===== src/common/pwm_pkg.sv =====
// package: constants and types for the coded divider pwm oscillator
package pwm_pkg;

  // ==========================================================
  // timing
  localparam int CLK_PERIOD_NS    = 10;
  localparam int MASTER_PERIOD_NS = 1000;
  localparam int MASTER_CYCLES    = (MASTER_PERIOD_NS + CLK_PERIOD_NS - 1) / CLK_PERIOD_NS;
  localparam int TICK_W           = 7;
  localparam logic [TICK_W-1:0] TICK_LAST = TICK_W'(MASTER_CYCLES - 1);

  // ==========================================================
  // divider code
  localparam int CODE_W     = 4;
  localparam int RATIO_K_W  = 3;
  localparam int PHASE_W    = 15;
  localparam int STABLE_W   = 5;
  localparam logic [STABLE_W-1:0] STABLE_LAST = 5'h0f;
  localparam logic [CODE_W-1:0]   CODE_RESET  = 4'h0;

  // ==========================================================
  // duty arithmetic, duty in 1/1024 steps
  localparam int LEVEL_W = 8;
  localparam int DUTY_W  = 11;
  localparam int CMP_W   = 25;
  localparam int FRAC_SHIFT = 10;
  localparam logic [DUTY_W-1:0] DUTY_GAIN   = 11'h005;
  localparam logic [DUTY_W-1:0] DUTY_OFFSET = 11'h080;
  localparam logic [DUTY_W-1:0] DUTY_FULL   = 11'h400;
  localparam logic [DUTY_W-1:0] DUTY_CL_LO  = 11'h033;
  localparam logic [DUTY_W-1:0] DUTY_CL_HI  = 11'h3cd;

  typedef enum logic [1:0] {
    CLAMP_NONE,
    CLAMP_BOTH,
    CLAMP_MAX_ONLY,
    CLAMP_MIN_ONLY
  } clamp_option_t;

endpackage


===== src/common/code_if.sv =====
// interface: filtered divider code from the filter to the pwm core
`timescale 1ns/1ns
`default_nettype none
interface code_if;
  import pwm_pkg::*;
  logic              tick;
  logic [CODE_W-1:0] code;
  logic              valid;
  modport filter (input tick, output code, output valid);
  modport core   (output tick, input code, input valid);
endinterface
`default_nettype wire


===== src/rtl/divider_code_filter.sv =====
// module: stability filter for the divider code input
`timescale 1ns/1ns
`default_nettype none
module divider_code_filter
  import pwm_pkg::*;
(
  // clock and reset
  input  wire logic              i_ref_clk,
  input  wire logic              i_rst_n,
  // raw code
  input  wire logic [CODE_W-1:0] i_divider_code,
  // filtered code
  code_if.filter                 cif
);

  logic [CODE_W-1:0]   cand;
  logic [CODE_W-1:0]   next_cand;
  logic [STABLE_W-1:0] cnt;
  logic [STABLE_W-1:0] next_cnt;
  logic [CODE_W-1:0]   code;
  logic [CODE_W-1:0]   next_code;
  logic                valid;
  logic                next_valid;

  // ==========================================================
  // filter: a code is accepted only after staying put for a run of master ticks
  always_comb begin
    next_cand  = cand;
    next_cnt   = cnt;
    next_code  = code;
    next_valid = valid;
    if (cif.tick) begin
      if (i_divider_code != cand) begin
        next_cand = i_divider_code;
        next_cnt  = '0;
      end else if (cnt != STABLE_LAST) begin
        next_cnt = cnt + 5'h01;
        if (cnt == STABLE_LAST - 5'h01) begin
          // jumps straight to the settled code, never through steps between
          next_code  = cand;
          next_valid = 1'b1;
        end
      end
    end
  end

  always_ff @(posedge i_ref_clk) begin
    if (!i_rst_n) begin
      cand  <= CODE_RESET;
      cnt   <= '0;
      code  <= CODE_RESET;
      valid <= 1'b0;
    end else begin
      cand  <= next_cand;
      cnt   <= next_cnt;
      code  <= next_code;
      valid <= next_valid;
    end
  end

  assign cif.code  = code;
  assign cif.valid = valid;

  // ==========================================================
  // checks
  property p_accept_settled;
    @(posedge i_ref_clk) disable iff (!i_rst_n)
      cif.tick && (i_divider_code == cand) && (cnt == STABLE_LAST - 5'h01)
      |=> valid && (code == $past(cand));
  endproperty
  a_accept_settled: assert property (p_accept_settled)
    else $error("settled divider code not accepted");

  property p_no_change_unsettled;
    @(posedge i_ref_clk) disable iff (!i_rst_n)
      valid && (cnt != STABLE_LAST - 5'h01) |=> $stable(code);
  endproperty
  a_no_change_unsettled: assert property (p_no_change_unsettled)
    else $error("divider code changed before settling");

endmodule
`default_nettype wire


===== src/rtl/coded_divider_pwm_oscillator.sv =====
// module: top of the coded divider pwm oscillator
// Summary of operation
// four-bit divider code sets ratio and inversion
// code top bit inverts the output
// ratios 1,4,16,...,16384 master periods
// codes 0-7 four^code; code 15-k mirrors k
// master tick at most 1 MHz sets timing
// inversion makes duty fall with control
// duty equals level over 0.8 ref, minus eighth
// control beyond range saturates duty
// unclamped option reaches steady 0% and 100%
// two-sided option keeps duty in 5-95%
// one-sided options clamp only one end
// inversion applied after clamp, ends swap
// new code only once stable, glitchless switch
// numeric control word compared with period counter
`timescale 1ns/1ns
`default_nettype none
module coded_divider_pwm_oscillator
  import pwm_pkg::*;
(
  // clock and reset
  input  wire logic               i_ref_clk,
  input  wire logic               i_rst_n,
  // static configuration
  input  wire logic [CODE_W-1:0]  i_divider_code,
  input  wire logic [1:0]         i_clamp_option,
  // duty control word, full scale equals the reference
  input  wire logic [LEVEL_W-1:0] i_duty_control_level,
  // outputs
  output logic                    o_pwm,
  output logic                    o_output_invert,
  output logic [CODE_W-1:0]       o_active_code,
  output logic                    o_running
);

  localparam int TICK_GAP = MASTER_CYCLES;

  code_if cif ();

  divider_code_filter u_filter (
    .i_ref_clk      (i_ref_clk),
    .i_rst_n        (i_rst_n),
    .i_divider_code (i_divider_code),
    .cif            (cif)
  );

  // ==========================================================
  // master oscillator tick
  logic [TICK_W-1:0] tick_cnt;
  logic [TICK_W-1:0] next_tick_cnt;
  logic              tick;
  logic              next_tick;

  always_comb begin
    next_tick     = (tick_cnt == TICK_LAST);
    next_tick_cnt = next_tick ? '0 : tick_cnt + 7'h01;
  end

  always_ff @(posedge i_ref_clk) begin
    if (!i_rst_n) begin
      tick_cnt <= '0;
      tick     <= 1'b0;
    end else begin
      tick_cnt <= next_tick_cnt;
      tick     <= next_tick;
    end
  end

  assign cif.tick = tick;

  // ==========================================================
  // duty target from the control word
  clamp_option_t     opt;
  logic [DUTY_W-1:0] scaled;
  logic [DUTY_W-1:0] duty_lin;
  logic [DUTY_W-1:0] duty_target;

  always_comb begin
    opt    = clamp_option_t'(i_clamp_option);
    // 1024*level/(0.8*256) reduces to five times the level
    scaled = DUTY_W'({3'h0, i_duty_control_level} * DUTY_GAIN);
    if (scaled <= DUTY_OFFSET) begin
      duty_lin = '0;
    end else if (scaled - DUTY_OFFSET >= DUTY_FULL) begin
      duty_lin = DUTY_FULL;
    end else begin
      duty_lin = scaled - DUTY_OFFSET;
    end
    duty_target = duty_lin;
    if ((opt == CLAMP_BOTH || opt == CLAMP_MIN_ONLY) && duty_lin < DUTY_CL_LO) begin
      duty_target = DUTY_CL_LO;
    end
    if ((opt == CLAMP_BOTH || opt == CLAMP_MAX_ONLY) && duty_lin > DUTY_CL_HI) begin
      duty_target = DUTY_CL_HI;
    end
  end

  // ==========================================================
  // period counter, code and duty taken only at period boundaries
  logic [PHASE_W-1:0]   phase;
  logic [PHASE_W-1:0]   next_phase;
  logic [CODE_W-1:0]    code;
  logic [CODE_W-1:0]    next_code;
  logic [DUTY_W-1:0]    duty_lat;
  logic [DUTY_W-1:0]    next_duty_lat;
  logic                 running;
  logic                 next_running;
  logic [RATIO_K_W-1:0] ratio_k;
  logic [PHASE_W-1:0]   phase_last;
  logic                 period_end;
  logic [CMP_W-1:0]     cmp_phase;
  logic [CMP_W-1:0]     cmp_duty;
  logic                 raw_high;
  logic                 next_pwm;

  always_comb begin
    // code 15-k reads as k once the top bit is stripped and the rest flipped
    ratio_k    = code[3] ? ~code[2:0] : code[2:0];
    phase_last = PHASE_W'((16'h0001 << {ratio_k, 1'b0}) - 16'h0001);
    period_end = tick && (!running || phase == phase_last);
    next_phase    = phase;
    next_code     = code;
    next_duty_lat = duty_lat;
    next_running  = running;
    if (period_end) begin
      next_phase    = '0;
      next_duty_lat = duty_target;
      if (cif.valid) begin
        // switching only at a boundary keeps the output free of runt pulses
        next_code    = cif.code;
        next_running = 1'b1;
      end
    end else if (tick) begin
      next_phase = phase + 15'h0001;
    end
    // high while phase/N is below duty/1024
    cmp_phase = {phase, 10'h000};
    cmp_duty  = CMP_W'({14'h0000, duty_lat} << {ratio_k, 1'b0});
    raw_high  = cmp_phase < cmp_duty;
    // plain inversion after the clamp swaps its ends and the slope sign
    next_pwm  = running && (raw_high ^ code[3]);
  end

  always_ff @(posedge i_ref_clk) begin
    if (!i_rst_n) begin
      phase           <= '0;
      code            <= CODE_RESET;
      duty_lat        <= '0;
      running         <= 1'b0;
      o_pwm           <= 1'b0;
      o_output_invert <= 1'b0;
      o_active_code   <= CODE_RESET;
      o_running       <= 1'b0;
    end else begin
      phase           <= next_phase;
      code            <= next_code;
      duty_lat        <= next_duty_lat;
      running         <= next_running;
      o_pwm           <= next_pwm;
      o_output_invert <= next_code[3];
      o_active_code   <= next_code;
      o_running       <= next_running;
    end
  end

  // ==========================================================
  // checks
  property p_tick_rate;
    @(posedge i_ref_clk) disable iff (!i_rst_n)
      tick |-> ##TICK_GAP tick;
  endproperty
  a_tick_rate: assert property (p_tick_rate)
    else $error("master tick spacing wrong");

  property p_invert_bit;
    @(posedge i_ref_clk) disable iff (!i_rst_n)
      o_output_invert == o_active_code[3];
  endproperty
  a_invert_bit: assert property (p_invert_bit)
    else $error("inversion does not follow code top bit");

  property p_period_wrap;
    @(posedge i_ref_clk) disable iff (!i_rst_n)
      running && tick && (phase == phase_last) |=> (phase == '0);
  endproperty
  a_period_wrap: assert property (p_period_wrap)
    else $error("period did not wrap at ratio");

  property p_ratio_mirror;
    @(posedge i_ref_clk) disable iff (!i_rst_n)
      (code == 4'h0 || code == 4'hf) |-> (phase == '0);
  endproperty
  a_ratio_mirror: assert property (p_ratio_mirror)
    else $error("ratio one code counted phase");

  property p_saturate;
    @(posedge i_ref_clk) disable iff (!i_rst_n)
      (opt == CLAMP_NONE) && (i_duty_control_level == 8'hff) |-> duty_target == DUTY_FULL;
  endproperty
  a_saturate: assert property (p_saturate)
    else $error("duty not saturated at top");

  property p_both_clamp;
    @(posedge i_ref_clk) disable iff (!i_rst_n)
      period_end && (opt == CLAMP_BOTH)
      |=> (duty_lat >= DUTY_CL_LO) && (duty_lat <= DUTY_CL_HI);
  endproperty
  a_both_clamp: assert property (p_both_clamp)
    else $error("two-sided clamp violated");

  property p_one_side;
    @(posedge i_ref_clk) disable iff (!i_rst_n)
      period_end && (opt == CLAMP_MIN_ONLY) |=> duty_lat >= DUTY_CL_LO;
  endproperty
  a_one_side: assert property (p_one_side)
    else $error("low clamp violated");

  property p_max_side;
    @(posedge i_ref_clk) disable iff (!i_rst_n)
      period_end && (opt == CLAMP_MAX_ONLY) |=> duty_lat <= DUTY_CL_HI;
  endproperty
  a_max_side: assert property (p_max_side)
    else $error("high clamp violated");

  property p_zero_duty;
    @(posedge i_ref_clk) disable iff (!i_rst_n)
      running && (duty_lat == '0) |=> o_pwm == $past(code[3]);
  endproperty
  a_zero_duty: assert property (p_zero_duty)
    else $error("zero duty output not steady");

  property p_idle_low;
    @(posedge i_ref_clk) disable iff (!i_rst_n)
      !running |=> !o_pwm;
  endproperty
  a_idle_low: assert property (p_idle_low)
    else $error("output active before code settled");

  c_start:    cover property (@(posedge i_ref_clk) disable iff (!i_rst_n) $rose(o_running));
  c_code_chg: cover property (@(posedge i_ref_clk) disable iff (!i_rst_n)
                o_running && $changed(o_active_code));
  c_inv_tog:  cover property (@(posedge i_ref_clk) disable iff (!i_rst_n)
                o_output_invert && $rose(o_pwm));
  c_full:     cover property (@(posedge i_ref_clk) disable iff (!i_rst_n)
                running && duty_lat == DUTY_FULL);

endmodule
`default_nettype wire


===== config.mk =====
export PLATFORM = sky130hd
export DESIGN_NAME = coded_divider_pwm_oscillator
export DESIGN_NICKNAME = d
export VERILOG_FILES = /design/src/common/pwm_pkg.sv /design/src/common/code_if.sv /design/src/rtl/divider_code_filter.sv /design/src/rtl/coded_divider_pwm_oscillator.sv
export SDC_FILE = /design/constraint.sdc
export NUM_CORES = 1
export LEC_CHECK = 0
export ABC_AREA = 1
export BUFFER_PORTS_ARGS = -buffer_cell sky130_fd_sc_hd__buf_2
export CAP_MARGIN = 25
export CORE_MARGIN = 2
export CORE_UTILIZATION = 45
export DETAILED_ROUTE_END_ITERATION = 7
export GPL_TIMING_DRIVEN = 1
export PLACE_DENSITY = 0.72
export SLEW_MARGIN = 10
export SYNTH_ARGS = -nofsm -noshare
export SYNTH_HDL_FRONTEND = slang
export SYNTH_SLANG_ARGS = --single-unit
export TNS_END_PERCENT = 10

===== constraint.sdc =====
create_clock -name i_ref_clk -period 7.67 [get_ports i_ref_clk]
set_clock_uncertainty 0.2 [all_clocks]
set_input_delay 0.3835 -clock i_ref_clk [delete_from_list [all_inputs] [get_ports i_ref_clk]]
set_output_delay 0.3835 -clock i_ref_clk [all_outputs]
set_load 0.005 [all_outputs]

==> impl_results.md, run 1 <==
* Outcome: finished, final reports clean
* Worst-path clk slew at 0.10 ns
* CP max FO at 22
* Yosys warns at 0
* Post-DP Area at 4210 sq um
* GRT overflow at 0
* Yosys reg bits at 54
* Wire per inst at 12.57 microns
* Number of I/O pins at 23
* Num CTS Buffers at 5
* Routed Antenna Nets at 0
* # fillers at 888
* Worst path cell trace: xor2_2 -> nor2_1 -> nand2_1 -> ha_1 -> a21oi_1 -> nand2_1 -> nor2_1 -> nand2_1 -> nor2_1 -> nand2_1 -> nor2_1 -> nand3_1 -> nand2_1 -> nand2_2 -> nand2_2 -> inv_1 -> nand2_1 -> nand2_1
* Slew Limit Fails at 0
* Longest Clk Path Bufs at 2
* LEAKAGE at 2.022 nW
* DR DRC count at 0
* Critical Path RT at 7.69 ns
* Synth Area in Simple Gates at 37.28%
* Post-synth EDFFs at 0
* Ys async rst share at 0%
* Pre-antenna DRT Iters at 5
* Port Buffer Count at 22
* Syn Nets at 688
* 1st-iter DRT viols at 281
* Via density at 5.240
* Largest family of logic cells by synthesized area: simple AND/OR/NAND/NOR gates
* Minimum clock period at 3.779 ns
* Crit. End Element: register
* CTS tree: done
* Final Instance Area at 4297 sq um
* Compound-Gate Fraction of Synth Area at 11.93%
* Core Region at 8763 sq um
* Commonest cells in the netlist: nand2_1 (179), nor2_1 (90), inv_1 (69), dfxtp_1 (54), ha_1 (35)
* Initial antenna violation count at 0
* First-pass GRT wire length at 16520 microns
* Avg Cell Area, Syn at 6.417 sq um
* WS Path Type: reg -> reg
* Initial Utilization at 46.57%
* Biggest area consumer among synthesized cells: dfxtp_1
* Mapped cell area at 4081 sq um
* Synth-to-Final Area Change at 5.273%
* Setup TNS after final layout at 0 ns
* Final WL at 9494 microns
* WHS at 0.1137 ns
* Vias in the first global route at 3718
* Layout cells sized above 1 at 8.346%
* Tot GR Track Use at 20.04%
* XOR/XNOR Fraction of Synth Area at 3.801%
* Arrival @ worst endpoint at 3.80 ns
* Crit-path max cell delay at 0.64 ns
* Yosys cell types at 43
* Unrepaired setup endpoints after global routing: false
* Mux share of post-synthesis cell area at 0%
* Most common cell in the synthesized netlist: nand2_1
* Root buffer selected by CTS: clkbuf_8
* Worst-Margin Slew at 0.7461 ns
* Proportion of synthesized chip area in sequential cells at 26.49%
* Post-CTS setup buffers at 0
* Gate Count Post-Synth at 636
* Post-synth top flop: dfxtp_1
* Max-cap violations at 0
* Largest cells by area after synthesis: dfxtp_1 (26%), nand2_1 (16%), ha_1 (11%), nor2_1 (8.3%), inv_1 (6.3%)
* Largest net degree at the start of global routing at 25
* HP Class: in -> reg
* Cell Pwr Density at 123.1 nW/um^2
* Most used cell, CP: nand2_1
* Final Cycle Share at 49.27%
* Vias at 3956
* N_diodes at 0
* Sink Count at 54
* Peak supply drop at 0.00007938 V
* Crit path launch type: register
* Slowest library cell on the worst path: xor2_2
* Final setup violating endpoints at 0
* Die Ht at 99.24 microns
* Clk Latency, worst-skew pair at 0.31 ns
* Max_slew headroom at 50.22%
* Final Hold Fails at 0
* Hold_buf cts at 0
* Final net count at 699
* Synth Area in Adders at 11.22%
* Synth top area share at 26.49%
* Chip Width at 99.24 microns
* DIE AREA at 9848 sq um
* Hpwl dp at 7494 microns
* Htree depth at 2
* Fmax at 0.2646 GHz
* Placer Congestion at 0.8556
* PostCTS Resize Cnt at 0
* # rows at 34
## stage by stage
stage	util [%]	total power, mW	setup slack (ns)	std cells
CTS	49.03	0.5305	3.940	755
global route	49.03	0.5529	3.492	755
detailed placement	48.04	0.3706	3.961	748
global placement	48.04	0.3674	4.121	748
floorplan	-	0.3496	4.900	636
finish	49.03	0.5290	3.891	755
## per-layer routing
metal	part of all wire, %	GRT usage, %	vias up
met4	1.0	3.899	0
met2	47	35.14	89
met3	4.2	2.460	10
met5	0	0	-
met1	47	26.64	1785
li1	-	-	2072
## path summary, 6_finish.rpt
path / start / end / slack (ns) / cells after the start
hold / removal: i_divider_code[1] / u_filter.cand[1] / 0.11 / 3
hold reg to reg: tick_cnt[0] / tick_cnt[0] / 0.26 / 1
setup reg to reg: code[3] / duty_lat[1] / 3.89 / 18
setup / recovery: code[3] / duty_lat[1] / 3.89 / 18
## state kept, by name, summed over array words and instances, names as in the netlist
name and flops:
cif.tick 1, code 4, duty_lat 11, o_pwm 1, phase 15, running 1, tick_cnt 7, u_filter.cand 4
u_filter.cif.code 4, u_filter.cif.valid 1, u_filter.cnt 5
## cell usage in the layout, fill, tap and decap left out, types with 3 or more instances in the layout
cell / instances
a211oi_1: 6
a21oi_1: 26
a31oi_1: 4
buf_2: 22
clkbuf_8: 5
dfxtp_1: 54
ha_1: 35
inv_1: 69
nand2_1: 179
nand2_2: 8
nand3_1: 34
nand4_1: 8
nor2_1: 90
nor3_1: 9
nor3b_1: 7
nor4_1: 3
o21ai_0: 34
o21ai_1: 7
or2_2: 8
xnor2_1: 4
xor2_1: 10
## critical path, delay by kind of cell (launching register included)
family,cells,cell delay [ns]
xor+xnor,1,0.64
buf+inv,1,0.15
fa+ha+maj,1,0.24
simple gates,14,1.71
flops,1,0.61
compound gates,1,0.14
## final cells by class
class | count | area [sq um] | area share [%]
clock inverter | 2 | 17.52 | 0.4077
sequential | 54 | 1081 | 25.16
inverter | 70 | 262.8 | 6.115
tap | 108 | 135.1 | 3.145
timing repair buffer | 22 | 110.1 | 2.563
clock buffer | 5 | 68.82 | 1.602
multi-input combinational | 494 | 2621 | 61.01
## kinds of logic after synthesis
logic type,after synthesis
simple gates,355
buf+inv,88
compound gates,87
flops,54
fa+ha+maj,36
xor+xnor,16
## where the power goes
| part | internal, mW | leakage (nW) | switching [mW] |
|---|---|---|---|
| logic | 0.0284 | 1.54 | 0.0551 |
| clock network | 0.0651 | 0.0450 | 0.0981 |
| registers | 0.281 | 0.435 | 0.000907 |
| total | 0.375 | 2.02 | 0.154 |
No activity file was read; power rests on OpenSTA's default activity.
==> run 2: changes to the inputs <==
--- a/config.mk
+++ b/config.mk
@@ -12,7 +12,7 @@
 export CORE_UTILIZATION = 45
 export DETAILED_ROUTE_END_ITERATION = 7
 export GPL_TIMING_DRIVEN = 1
-export PLACE_DENSITY = 0.72
+export PLACE_DENSITY = 0.74
 export SLEW_MARGIN = 10
 export SYNTH_ARGS = -nofsm -noshare
 export SYNTH_HDL_FRONTEND = slang
==> constraint.sdc (replaced) <==
create_clock -name i_ref_clk -period 3.32 [get_ports i_ref_clk]
set_clock_uncertainty 0.2 [all_clocks]
set_input_delay 0.166 -clock i_ref_clk [delete_from_list [all_inputs] [get_ports i_ref_clk]]
set_output_delay 0.166 -clock i_ref_clk [all_outputs]
set_load 0.005 [all_outputs]
==> run 2 against run 1 <==
  * First-iteration DRC count shrank 6.0%
  * Register-to-register slack got worse by 3.6 ns
  * Global-route usage hardly changed
  * Fmax increased by 24%
  * Non-clock buffer count grew 11
  * Final area is 2.4% higher
  * Die area unchanged
  * Hold slack worse by 0.046 ns
  * Power rose by 130%
==> impl_results.md, run 2 (same netlist as run 1, synthesis figures left out) <==
* Outcome: finished, final reports clean
* R2R Setup Slk at 0.28 ns
* GRT overflow at 0
* Htree depth at 2
* Sw frac at 28.77%
* Minimum clock period at 3.045 ns
* N_diodes at 0
* FF-to-FF path depth at 17
* DIE AREA at 9848 sq um
* WS Path Type: reg -> reg
* P_sw at 0.3494 mW
* Final Instance Area at 4398 sq um
* Worst-path clk slew at 0.10 ns
* Vias in the first global route at 3782
* Worst-Margin Slew at 0.7317 ns
* Crit. End Element: register
* Num CTS Buffers at 5
* Most flops, register: phase
* # rows at 34
* Via density at 5.257
* Placed cell count at 755
* Sink Count at 54
* Flop pwr share at 53.7%
* CTS tree: done
* DR DRC count at 0
* Layout cells sized above 1 at 9.574%
* Initial antenna violation count at 0
* Hpwl dp at 7430 microns
* Number of I/O pins at 23
* Gate power share at 15.9%
* Cell-internal power at 0.8649 mW
* Final net count at 710
* Crit path launch type: register
* Critical Path RT at 3.33 ns
* Post-DP Area at 4263 sq um
* Reg-to-reg endpoint: o_pwm
* Fin cells at 766
* Worst hold path cell count at 5
* Final WS setup at 0.2753 ns
* Root buffer selected by CTS: clkbuf_8
* Commonest non-fill, non-tap cell in the layout: nand2_1
* Cell Pwr Density at 276.1 nW/um^2
* Arrival @ worst endpoint at 3.05 ns
* Pre-antenna DRT Iters at 5
* Fmax at 0.3284 GHz
* Final Hold Fails at 0
* First-pass GRT wire length at 16470 microns
* Chip Width at 99.24 microns
* Max reg flops at 15
* 1st-iter DRT viols at 264
* Vias at 4027
* Max-cap violations at 0
* Placer Congestion at 0.9641
* Commonest non-fill, non-tap cells in the layout: nand2_1 (179), nor2_1 (90), inv_1 (69)
* Routed Antenna Nets at 0
* Tot GR Track Use at 20.04%
* Die Ht at 99.24 microns
* CP max FO at 13
* LEAKAGE at 2.074 nW
* Peak supply drop at 0.0002542 V
* Final Cycle Share at 91.71%
* Initial Utilization at 46.57%
* Max_slew headroom at 50.77%
* Worst Setup EP: o_pwm
* Clk Latency, worst-skew pair at 0.31 ns
* Tot Pwr at 1.214 mW
* Worst setup path start: code[3]
* Longest Clk Path Bufs at 2
* Final WL at 9479 microns
* Pre-CTS WS at 0.1371 ns
* Final setup violating endpoints at 0
* Largest registers: phase: 15 flops, duty_lat: 11 flops, tick_cnt: 7 flops
* Port Buffer Count at 22
* Core Region at 8763 sq um
* Clock share of power at 30.4%
* Setup TNS after final layout at 0 ns
* Wire per inst at 12.37 microns
* Largest net degree at the start of global routing at 23
* Slew Limit Fails at 0
* HP Class: in -> reg
* R2R Path Start: code[3]
* Synth-to-Final Area Change at 7.756%
run 2: cell type report:
cell class                      count  area (sq um)
Clock buffer                        5         68.82
Sequential cell                    54          1084
Multi-Input combinational cell    494          2631
Timing Repair Buffer               33         202.7
Clock inverter                      2         13.76
Fill cell                         891          4365
Inverter                           70         262.8
Tap cell                          108         135.1
run 2: critical path: stages, from the launching register on:
cell      delay [ns]
dfxtp_2         0.46
inv_2           0.09
nand2_1         0.12
nand2_4         0.12
buf_4           0.20
nor2_1          0.15
nand2_1         0.06
o21ai_0         0.10
o21ai_0         0.14
ha_1            0.32
nand2_1         0.07
inv_1           0.04
a221oi_1        0.27
o21ai_0         0.13
a31oi_1         0.24
nand3_1         0.10
nand3_1         0.08
nor2_1          0.04
run 2: per-stage QoR:
step / hold slack, ns / utilization, %
after floorplan: 0.1009 / -
after global placement: 0.2145 / 48.64
after detailed placement: 0.2222 / 48.64
after CTS: 0.05397 / 50.04
after global routing: 0.08948 / 50.19
final: 0.06803 / 50.19
run 2: worst min path at each step:
| stage | startpoint | to | slack [ns] |
|---|---|---|---|
| 3_3_place_gp | i_divider_code[0] | u_filter.cand[0] | 0.21 |
| 5_1_grt | i_duty_control_level[1] | duty_lat[1] | 0.09 |
| 4_1_cts | i_duty_control_level[1] | duty_lat[1] | 0.05 |
| 6_report | i_duty_control_level[1] | duty_lat[1] | 0.07 |
| 2_1_floorplan | i_divider_code[0] | u_filter.cand[0] | 0.10 |
| 3_5_place_dp | i_divider_code[3] | u_filter.cand[3] | 0.22 |
run 2: timing repair:
action | in CTS | in global routing
setup endpoints to repair | 0 | 9
hold endpoints to repair | 4 | 0
buffers inserted | 0 | 0
hold buffers | 4 | 0
gates resized for setup | 0 | 6
run 2: layer usage:
layer  track usage [%]  routed length (microns)  vias to the layer above  share of wire [%]
met1             26.16                     4511                     1804                 48
met2             34.20                     4370                      105                 46
li1                  -                        -                     2099                  -
met3             2.741                      406                       19                4.3
met4             6.533                      190                        0                2.0
met5                 0                        0                        -                  0
run 2: power groups by stage:
stage               combinational (mW)  sequential, mW  clock, mW
global placement                 0.181           0.667          0
finish                           0.193           0.652      0.370
floorplan                        0.141           0.667          0
detailed placement               0.186           0.667          0
CTS                              0.191           0.652      0.378
global route                     0.224           0.653      0.400
